[src/verilog/codec_clock_pkg.sv]
// codec clock and rate register constants: offsets, fields, reset values
// assumes an 8-bit register file behind a classic wishbone slave
package codec_clock_pkg;

  localparam int unsigned ADDR_WIDTH = 8;
  localparam int unsigned REG_WIDTH  = 8;

  // register offsets (byte addresses = 4 x index)
  localparam logic [7:0] IDX_PAGE_SELECT   = 8'h00;
  localparam logic [7:0] IDX_SOFTWARE_RST  = 8'h01;
  localparam logic [7:0] IDX_SAMPLE_RATE   = 8'h02;
  localparam logic [7:0] IDX_PLL_CONTROL_A = 8'h03;
  localparam logic [7:0] IDX_PLL_CONTROL_B = 8'h04;
  localparam logic [7:0] IDX_PLL_FRAC_HIGH = 8'h05;
  localparam logic [7:0] IDX_PLL_FRAC_LOW  = 8'h06;
  localparam logic [7:0] IDX_CLKOUT_CTRL   = 8'h66;
  localparam logic [7:0] IDX_CLKOUT_DIV    = 8'h07;

  // reset values
  localparam logic [7:0] RST_PAGE_SELECT   = 8'h00;
  localparam logic [7:0] RST_SAMPLE_RATE   = 8'h00;
  localparam logic [7:0] RST_PLL_CONTROL_A = 8'h10;
  localparam logic [7:0] RST_PLL_CONTROL_B = 8'h04;
  localparam logic [7:0] RST_PLL_FRAC_HIGH = 8'h00;
  localparam logic [7:0] RST_PLL_FRAC_LOW  = 8'h00;
  localparam logic [7:0] RST_CLKOUT_CTRL   = 8'h00;
  localparam logic [7:0] RST_CLKOUT_DIV    = 8'h00;

  // field positions
  localparam int unsigned PAGE_BIT       = 0;
  localparam int unsigned SWRST_BIT      = 7;
  localparam int unsigned PLL_EN_BIT     = 7;
  localparam int unsigned ADC_RATE_LSB   = 4;
  localparam int unsigned DAC_RATE_LSB   = 0;
  localparam int unsigned Q_LSB          = 3;
  localparam int unsigned P_LSB          = 0;
  localparam int unsigned J_LSB          = 2;
  localparam int unsigned DLOW_LSB       = 2;
  localparam int unsigned SRC_LSB        = 6;
  localparam int unsigned M_LSB          = 4;
  localparam int unsigned N_LSB          = 0;

  // reserved rate codes and divider decode constants
  localparam logic [3:0] RATE_CODE_MAX   = 4'hA;
  localparam logic [3:0] Q_CODE_16       = 4'h0;
  localparam logic [3:0] Q_CODE_17       = 4'h1;
  localparam logic [4:0] Q_VAL_16        = 5'h10;
  localparam logic [4:0] Q_VAL_17        = 5'h11;
  localparam logic [2:0] P_CODE_8        = 3'h0;
  localparam logic [3:0] P_VAL_8         = 4'h8;
  localparam logic [4:0] N_OFFSET        = 5'h02;
  localparam logic [13:0] D_MAX          = 14'h270F;

  // divider source select encodings
  typedef enum logic [1:0] {
    SRC_MASTER  = 2'h0,
    SRC_BIT     = 2'h1,
    SRC_AUX_PIN = 2'h2
  } div_source_e;

endpackage : codec_clock_pkg

[src/verilog/codec_clock_rate_regs.sv]
// codec clock-rate control registers with decoded divider outputs
// assumes a classic wishbone master on sys_clk; one clock domain
//
// How it works
// every register is eight bits, D7 msb
// page bit D0 selects active page
// host reads page bit back after writing
// host writes zeros to reserved bits
// reset bit self clears; zero ignored
// host rewrites driver registers, not reset
// adc divisor is one plus half code
// dac divisor same table, resets to one
// host never writes rate codes above 1010
// pll enable bit, resets to zero
// q codes 0,1 mean 16,17; else binary
// p code 000 means eight
// j is binary 1..63, resets to 1
// d is 14 bits across two registers
// host keeps d within 0..9999
// host writes high then low part of d
// clock-out m in 1,2,4,8; n 2..17
// divider source select in two bits
// pll off: ref rate is source/(128q)
// pll on: ref rate is in*k*r/(2048p)
// k is j plus d over ten thousand
// d applied only on low-part write
//
// Our own choice: the Wishbone slave port.
`timescale 1ns/10ps
`default_nettype none

module codec_clock_rate_regs (
  input  wire logic        sys_clk,
  input  wire logic        resetn,
  input  wire logic        wb_cyc_i,
  input  wire logic        wb_stb_i,
  input  wire logic        wb_we_i,
  input  wire logic [9:0]  wb_adr_i,
  input  wire logic [3:0]  wb_sel_i,
  input  wire logic [31:0] wb_dat_i,
  output logic      [31:0] wb_dat_o,
  output logic             wb_ack_o,
  output logic             wb_err_o,
  output logic             active_page,
  output logic             soft_reset_pulse,
  output logic [4:0]       adc_rate_half_div,
  output logic [4:0]       dac_rate_half_div,
  output logic             pll_enable,
  output logic [4:0]       pll_q_div,
  output logic [3:0]       pll_p_div,
  output logic [5:0]       pll_j_mult,
  output logic [13:0]      pll_d_frac,
  output logic             pll_d_update,
  output logic [1:0]       divider_source_clock,
  output logic [3:0]       clkout_m_div,
  output logic [4:0]       clkout_n_div
);

  // ------------------------------------------------------------
  // state
  // ------------------------------------------------------------
  typedef struct packed {
    logic [7:0]  page_select;
    logic [7:0]  sample_rate_select;
    logic [7:0]  pll_control_a;
    logic [7:0]  pll_control_b;
    logic [7:0]  pll_fraction_high;
    logic [7:0]  pll_fraction_low;
    logic [7:0]  clkout_ctrl;
    logic [7:0]  clkout_div;
    logic [13:0] d_applied;
    logic        d_update;
    logic        swrst;
    logic [31:0] rdata;
    logic        ack;
    logic        err;
    logic [4:0]  adc_div;
    logic [4:0]  dac_div;
    logic [4:0]  q_div;
    logic [3:0]  p_div;
    logic [3:0]  m_div;
    logic [4:0]  n_div;
  } state_s;

  state_s st;
  state_s next_st;

  // ------------------------------------------------------------
  // decoded values and their reset levels
  // ------------------------------------------------------------
  localparam logic [4:0] RATE_HALF_BASE = 5'h02; // divisor 1.0 in half steps
  localparam logic [4:0] RST_Q_DIV      = 5'h02;
  localparam logic [3:0] M_UNIT         = 4'h1;

  // ------------------------------------------------------------
  // stored fields and write-data fields
  // ------------------------------------------------------------
  logic [3:0] adc_code;
  logic [3:0] dac_code;
  logic [3:0] q_code;
  logic [2:0] p_code;
  logic [5:0] j_code;
  logic [1:0] src_code;
  logic [1:0] m_code;
  logic [3:0] n_code;
  logic [7:0] wr_byte;
  logic [5:0] wr_j;
  logic [5:0] wr_d_low;
  logic [1:0] wr_src;

  assign adc_code = st.sample_rate_select[codec_clock_pkg::ADC_RATE_LSB +: 4];
  assign dac_code = st.sample_rate_select[codec_clock_pkg::DAC_RATE_LSB +: 4];
  assign q_code   = st.pll_control_a[codec_clock_pkg::Q_LSB +: 4];
  assign p_code   = st.pll_control_a[codec_clock_pkg::P_LSB +: 3];
  assign j_code   = st.pll_control_b[codec_clock_pkg::J_LSB +: 6];
  assign src_code = st.clkout_ctrl[codec_clock_pkg::SRC_LSB +: 2];
  assign m_code   = st.clkout_div[codec_clock_pkg::M_LSB +: 2];
  assign n_code   = st.clkout_div[codec_clock_pkg::N_LSB +: 4];
  assign wr_byte  = wb_dat_i[7:0];
  assign wr_j     = wb_dat_i[codec_clock_pkg::J_LSB +: 6];
  assign wr_d_low = wb_dat_i[codec_clock_pkg::DLOW_LSB +: 6];
  assign wr_src   = wb_dat_i[codec_clock_pkg::SRC_LSB +: 2];

  // ------------------------------------------------------------
  // decode helpers
  // ------------------------------------------------------------
  // rate divisor in half steps: 2 + code, so code 0 -> 2 (=1.0)
  function automatic logic [4:0] rate_half(input logic [3:0] code);
    logic [4:0] v;
    v = RATE_HALF_BASE + {1'b0, code};
    if (code > codec_clock_pkg::RATE_CODE_MAX) begin
      v = RATE_HALF_BASE + {1'b0, codec_clock_pkg::RATE_CODE_MAX};
    end
    return v;
  endfunction : rate_half

  function automatic logic [4:0] q_decode(input logic [3:0] code);
    logic [4:0] v;
    case (code)
      codec_clock_pkg::Q_CODE_16: begin
        v = codec_clock_pkg::Q_VAL_16;
      end
      codec_clock_pkg::Q_CODE_17: begin
        v = codec_clock_pkg::Q_VAL_17;
      end
      default: begin
        v = {1'b0, code};
      end
    endcase
    return v;
  endfunction : q_decode

  function automatic logic [3:0] p_decode(input logic [2:0] code);
    logic [3:0] v;
    case (code)
      codec_clock_pkg::P_CODE_8: begin
        v = codec_clock_pkg::P_VAL_8;
      end
      default: begin
        v = {1'b0, code};
      end
    endcase
    return v;
  endfunction : p_decode

  // ------------------------------------------------------------
  // bus decode
  // ------------------------------------------------------------
  logic [7:0] idx;
  logic       req;
  logic       wr_lane0;
  logic       hit;

  assign idx      = wb_adr_i[9:2];
  assign req      = wb_cyc_i && wb_stb_i && !st.ack && !st.err;
  assign wr_lane0 = req && wb_we_i && wb_sel_i[0];

  // ------------------------------------------------------------
  // next state
  // ------------------------------------------------------------
  always_comb begin
    next_st          = st;
    next_st.ack      = 1'b0;
    next_st.err      = 1'b0;
    next_st.swrst    = 1'b0;
    next_st.d_update = 1'b0;
    hit              = 1'b1;
    next_st.rdata    = 32'h0000_0000;

    // ----------------------------------------------------------
    // read mux and bus answer
    // ----------------------------------------------------------
    case (idx)
      codec_clock_pkg::IDX_PAGE_SELECT: begin
        next_st.rdata[7:0] = st.page_select;
      end
      codec_clock_pkg::IDX_SOFTWARE_RST: begin
        next_st.rdata[7:0] = 8'h00;
      end
      codec_clock_pkg::IDX_SAMPLE_RATE: begin
        next_st.rdata[7:0] = st.sample_rate_select;
      end
      codec_clock_pkg::IDX_PLL_CONTROL_A: begin
        next_st.rdata[7:0] = st.pll_control_a;
      end
      codec_clock_pkg::IDX_PLL_CONTROL_B: begin
        next_st.rdata[7:0] = st.pll_control_b;
      end
      codec_clock_pkg::IDX_PLL_FRAC_HIGH: begin
        next_st.rdata[7:0] = st.pll_fraction_high;
      end
      codec_clock_pkg::IDX_PLL_FRAC_LOW: begin
        next_st.rdata[7:0] = st.pll_fraction_low;
      end
      codec_clock_pkg::IDX_CLKOUT_CTRL: begin
        next_st.rdata[7:0] = st.clkout_ctrl;
      end
      codec_clock_pkg::IDX_CLKOUT_DIV: begin
        next_st.rdata[7:0] = st.clkout_div;
      end
      default: begin
        hit = 1'b0;
      end
    endcase
    if (req) begin
      next_st.ack = hit;
      next_st.err = !hit;
    end
    if (!req || wb_we_i || !hit) begin
      next_st.rdata = 32'h0000_0000;
    end

    // ----------------------------------------------------------
    // register writes
    // ----------------------------------------------------------
    if (wr_lane0 && hit) begin
      case (idx)
        codec_clock_pkg::IDX_PAGE_SELECT: begin
          next_st.page_select = {7'h00, wb_dat_i[codec_clock_pkg::PAGE_BIT]};
        end
        codec_clock_pkg::IDX_SOFTWARE_RST: begin
          next_st.swrst = wb_dat_i[codec_clock_pkg::SWRST_BIT];
        end
        codec_clock_pkg::IDX_SAMPLE_RATE: begin
          next_st.sample_rate_select = wr_byte;
        end
        codec_clock_pkg::IDX_PLL_CONTROL_A: begin
          next_st.pll_control_a = wr_byte;
        end
        codec_clock_pkg::IDX_PLL_CONTROL_B: begin
          next_st.pll_control_b = {wr_j, 2'h0};
        end
        codec_clock_pkg::IDX_PLL_FRAC_HIGH: begin
          next_st.pll_fraction_high = wr_byte;
        end
        codec_clock_pkg::IDX_PLL_FRAC_LOW: begin
          next_st.pll_fraction_low = {wr_d_low, 2'h0};
          next_st.d_applied = {st.pll_fraction_high, wr_d_low};
          next_st.d_update  = 1'b1;
        end
        codec_clock_pkg::IDX_CLKOUT_CTRL: begin
          next_st.clkout_ctrl = {wr_src, 6'h00};
        end
        codec_clock_pkg::IDX_CLKOUT_DIV: begin
          next_st.clkout_div = wr_byte;
        end
        default: begin
          next_st.swrst = 1'b0;
        end
      endcase
    end

    // ----------------------------------------------------------
    // software reset restores every register; strobe lasts one cycle
    // ----------------------------------------------------------
    if (st.swrst) begin
      next_st.page_select        = codec_clock_pkg::RST_PAGE_SELECT;
      next_st.sample_rate_select = codec_clock_pkg::RST_SAMPLE_RATE;
      next_st.pll_control_a      = codec_clock_pkg::RST_PLL_CONTROL_A;
      next_st.pll_control_b      = codec_clock_pkg::RST_PLL_CONTROL_B;
      next_st.pll_fraction_high  = codec_clock_pkg::RST_PLL_FRAC_HIGH;
      next_st.pll_fraction_low   = codec_clock_pkg::RST_PLL_FRAC_LOW;
      next_st.clkout_ctrl        = codec_clock_pkg::RST_CLKOUT_CTRL;
      next_st.clkout_div         = codec_clock_pkg::RST_CLKOUT_DIV;
      next_st.d_applied          = 14'h0000;
    end

    // ----------------------------------------------------------
    // decoded dividers, registered from the stored fields
    // ----------------------------------------------------------
    next_st.adc_div = rate_half(adc_code);
    next_st.dac_div = rate_half(dac_code);
    next_st.q_div   = q_decode(q_code);
    next_st.p_div   = p_decode(p_code);
    next_st.m_div   = M_UNIT << m_code;
    next_st.n_div   = {1'b0, n_code} + codec_clock_pkg::N_OFFSET;
  end

  // ------------------------------------------------------------
  // registers
  // ------------------------------------------------------------
  always_ff @(posedge sys_clk or negedge resetn) begin
    if (!resetn) begin
      st                    <= '0;
      st.sample_rate_select <= codec_clock_pkg::RST_SAMPLE_RATE;
      st.pll_control_a      <= codec_clock_pkg::RST_PLL_CONTROL_A;
      st.pll_control_b      <= codec_clock_pkg::RST_PLL_CONTROL_B;
      st.adc_div            <= RATE_HALF_BASE;
      st.dac_div            <= RATE_HALF_BASE;
      st.q_div              <= RST_Q_DIV;
      st.p_div              <= codec_clock_pkg::P_VAL_8;
      st.m_div              <= M_UNIT;
      st.n_div              <= codec_clock_pkg::N_OFFSET;
    end else begin
      st <= next_st;
    end
  end

  // ------------------------------------------------------------
  // outputs
  // ------------------------------------------------------------
  assign wb_dat_o             = st.rdata;
  assign wb_ack_o             = st.ack;
  assign wb_err_o             = st.err;

  // ------------------------------------------------------------
  // clock control outputs
  // ------------------------------------------------------------
  assign active_page          = st.page_select[codec_clock_pkg::PAGE_BIT];
  assign soft_reset_pulse     = st.swrst;
  assign adc_rate_half_div    = st.adc_div;
  assign dac_rate_half_div    = st.dac_div;
  assign pll_enable           = st.pll_control_a[codec_clock_pkg::PLL_EN_BIT];
  assign pll_q_div            = st.q_div;
  assign pll_p_div            = st.p_div;
  assign pll_j_mult           = j_code;
  assign pll_d_frac           = st.d_applied;
  assign pll_d_update         = st.d_update;
  assign divider_source_clock = src_code;
  assign clkout_m_div         = st.m_div;
  assign clkout_n_div         = st.n_div;

endmodule : codec_clock_rate_regs

`default_nettype wire

[config.mk]
export PLATFORM = sky130hd
export DESIGN_NAME = codec_clock_rate_regs
export DESIGN_NICKNAME = d
export VERILOG_FILES = /design/src/verilog/codec_clock_pkg.sv /design/src/verilog/codec_clock_rate_regs.sv
export SDC_FILE = /design/constraint.sdc
export NUM_CORES = 1
export LEC_CHECK = 0
export BUFFER_PORTS_ARGS = -buffer_cell sky130_fd_sc_hd__buf_4
export CAP_MARGIN = 5
export CORE_UTILIZATION = 57
export DETAILED_ROUTE_END_ITERATION = 10
export PLACE_DENSITY = 0.91
export RECOVER_POWER = 25
export SETUP_SLACK_MARGIN = 0.02
export SLEW_MARGIN = 10
export SYNTH_ARGS = -nofsm -noshare
export SYNTH_HDL_FRONTEND = slang
export SYNTH_SLANG_ARGS = --single-unit
export TNS_END_PERCENT = 100
[constraint.sdc]
create_clock -name sys_clk -period 5.51 [get_ports sys_clk]
set_input_delay 0.2755 -clock sys_clk [delete_from_list [all_inputs] [get_ports sys_clk]]
set_output_delay 0.2755 -clock sys_clk [all_outputs]
set_load 0.01 [all_outputs]
==> run metrics <==
status=finished clean; FP Rows=33; Max Freq=390.3 MHz; core area=8341 um2; Max IR drop VDD=0.0001524 V; leakage power=2.574 nW; Synth-to-Final Area Change=6.457%; final setup fails=0; antenna diode count=0; power density cells=257.7 nW/um2; ratio of final minimum period to clock period=0.4649; pins over their slew limit=0; Final #Nets=526; TNS Setup=0 ns; dominant cell by count in the synthesized netlist=dfrtp_1; Initial Util=0.5971; total track usage=0.2279; CTS Sinks=101; CP Buf/Inv Count=1; global-route wire length before repair=15640 um; max-cap viol count=0; Synth cell types=50; Finished Layout Cells=582; crit-path cells=nand4bb_1, or4_4, clkinv_2, nand2_1, a21oi_1; Min-Delay Path Class=in2reg; WL per Instance=17.07 um; Seq/Total Area, Yosys=0.5095; multi-input logic area=1775 um2; Fin. Hold Viols=0; Synth async-reset ratio=1.000; Initial DRT Pass Iterations=5; Area after DPL=5119 um2; layout cell share with drive strength beyond 1=0.2621; # DRC=0; CP required=5.78 ns; worst-skew pair later-pin latency=0.37 ns; synth top area cells=dfrtp_1, buf_4, mux2i_1; RD Place Congestion=0.8516; RSZ-0062 raised after global routing=false; Final Total Pwr=1.366 mW; fillcell total=634; Post-Syn Area=4980 um2; root buf cell=clkbuf_8; PortBufs=85; Main synth FF type=dfrtp_1; final worst slack=2.948 ns; Slew @ Worst Pin=1.345 ns; Slowest Stage Delay on Critical Path=0.88 ns; design area=5301 um2; I/O pins=139; Max FO, Critical Path=21; DIE AREA=9115 um2; Post-Place Worst Slack=2.936 ns; leading area contributor after synthesis=dfrtp_1; buffers inserted by post-CTS timing repair=0; Mapped Cells=458; HPWL Detailed=6740 um; Slew headroom=0.1030; Clock Pin Slew Worst Setup and Hold Paths=0.09 ns; DR vias=3208; most common library cells after synthesis=dfrtp_1, buf_4, nor2_1; storage element area=2539 um2; placed insts=565; Chip Height=95.47 um; CP delay by family, top=simple AND/OR/NAND/NOR gates; CTS Buf Count=9; Worst setup EP type=flip-flop; final core occ=0.6356; Syn. warnings=0; CTS tree=done; DR iter-0 viols=196; post-route ant nets=0; clk buf depth=2; CP startpoint kind=flip-flop; post-synth top area share=0.4673; gr ovfl total=0; Final min period=2.562 ns; WL final=9932 um; Max stage delay cell, worst path=or4_4; FF+latch count, synth=101; antenna violations before repair=0; Avg Cell Area, Syn=10.87 um2; WP data arrival=2.83 ns; Setup Skew=0.01255 ns; largest net degree at the start of global routing=77; Setup CP Type=reg2reg; vias in the first global route=3108; EDFF count, synth=0; Chip Width=95.47 um; CTS H-tree lvls=3; hold slack final=0.1916 ns; DR vias/cell=5.512
cell type report:
cell class | count | share of cell area
Clock buffer | 11 | 0.02856
Clock inverter | 5 | 0.01534
Inverter | 7 | 0.005192
Multi-Input combinational cell | 266 | 0.3349
Sequential cell | 101 | 0.4789
Tap cell | 105 | 0.02478
Timing Repair Buffer | 87 | 0.1123
flip-flops by register name, summed over array words and instances, names as in the netlist, 2 cells and up:
| name | flops |
|---|---|
| adc_code | 4 |
| adc_rate_half_div | 5 |
| clkout_m_div | 4 |
| clkout_n_div | 5 |
| dac_code | 4 |
| dac_rate_half_div | 5 |
| divider_source_clock | 2 |
| m_code | 2 |
| n_code | 4 |
| p_code | 3 |
| pll_d_frac | 14 |
| pll_j_mult | 6 |
| pll_p_div | 4 |
| pll_q_div | 5 |
| q_code | 4 |
| st | 16 |
| wb_dat_o | 8 |
worst paths after layout:
path	start	to	slack [ns]	cells past startpoint
min reg2reg	q_code[1]$_DFFE_PN1P_	pll_q_div[1]$_DFF_PN1_	0.42	0
max in group asynchronous	resetn	soft_reset_pulse$_DFF_PN0_	3.12	3
max reg2reg	wb_err_o$_DFF_PN0_	st[96]$_DFFE_PN0P_	2.95	5
max	wb_err_o$_DFF_PN0_	st[96]$_DFFE_PN0P_	2.95	5
min in group asynchronous	resetn	dac_rate_half_div[3]$_DFF_PN0_	0.73	2
min	wb_dat_i[0]	n_code[0]$_DFFE_PN0P_	0.19	3
what timing repair did:
item | 4_1_cts | 5_1_grt
setup endpoints to repair | 0 | 0
hold buffers | 1 | 0
hold endpoints to repair | 23 | 0
resized for setup | 0 | 0
kinds of logic (layout without fill, tap and decap cells):
kind of cell             after synthesis  after routing  synth area share
AND/OR/NAND/NOR                      135            135            0.1412
buffers and inverters                116            110            0.1528
flip-flops                           101            101            0.5095
multiplexers                          54             54            0.1231
AO/OA/AOI/OAI                         47             47           0.06332
adder cells (fa/ha/maj)                3              3          0.007538
other                                  1             26         0.0007530
XOR/XNOR                               1              1          0.001759
cells in the final DEF, fill, tap and decap left out, drive strengths merged, types with 2 or more instances in the layout:
cell type / netlist / layout
o21bai: 2 / 2
mux2i: 41 / 41
conb: 1 / 26
nand2: 42 / 42
and3: 2 / 2
mux2: 8 / 8
inv: 6 / 7
clkbuf: 22 / 27
dfstp: 8 / 8
nor2b: 2 / 2
and4: 2 / 2
ha: 3 / 3
dfrtp: 93 / 93
nand3b: 2 / 2
and2: 4 / 4
nor2: 52 / 52
nand3: 5 / 5
a32oi: 2 / 2
nor3: 5 / 5
nor4: 5 / 5
mux4: 5 / 5
a21oi: 27 / 27
bufinv: 0 / 2
o21ai: 5 / 5
clkinv: 1 / 2
or4: 4 / 4
buf: 87 / 70
a22oi: 5 / 5
o21a: 2 / 2
where the power goes:
| group | internal, mW | switching, mW | leakage [nW] | total, mW |
|---|---|---|---|---|
| clock | 0.282 | 0.257 | 0.116 | 0.539 |
| combinational | 0.0246 | 0.0524 | 1.09 | 0.0770 |
| sequential | 0.747 | 0.00377 | 1.37 | 0.750 |
worst reg2reg max path, stage by stage (launching register included):
cell       delay (ns)
dfrtp_1          0.40
nand4bb_1        0.64
or4_4            0.89
clkinv_2         0.23
nand2_1          0.11
a21oi_1          0.20
per-layer routing:
metal	wire, um	GRT usage
met4	124	0.08582
met5	0	0
met2	4966	0.3613
met1	4166	0.3091
met3	674	0.04785
(Power assumes the default switching activity.)
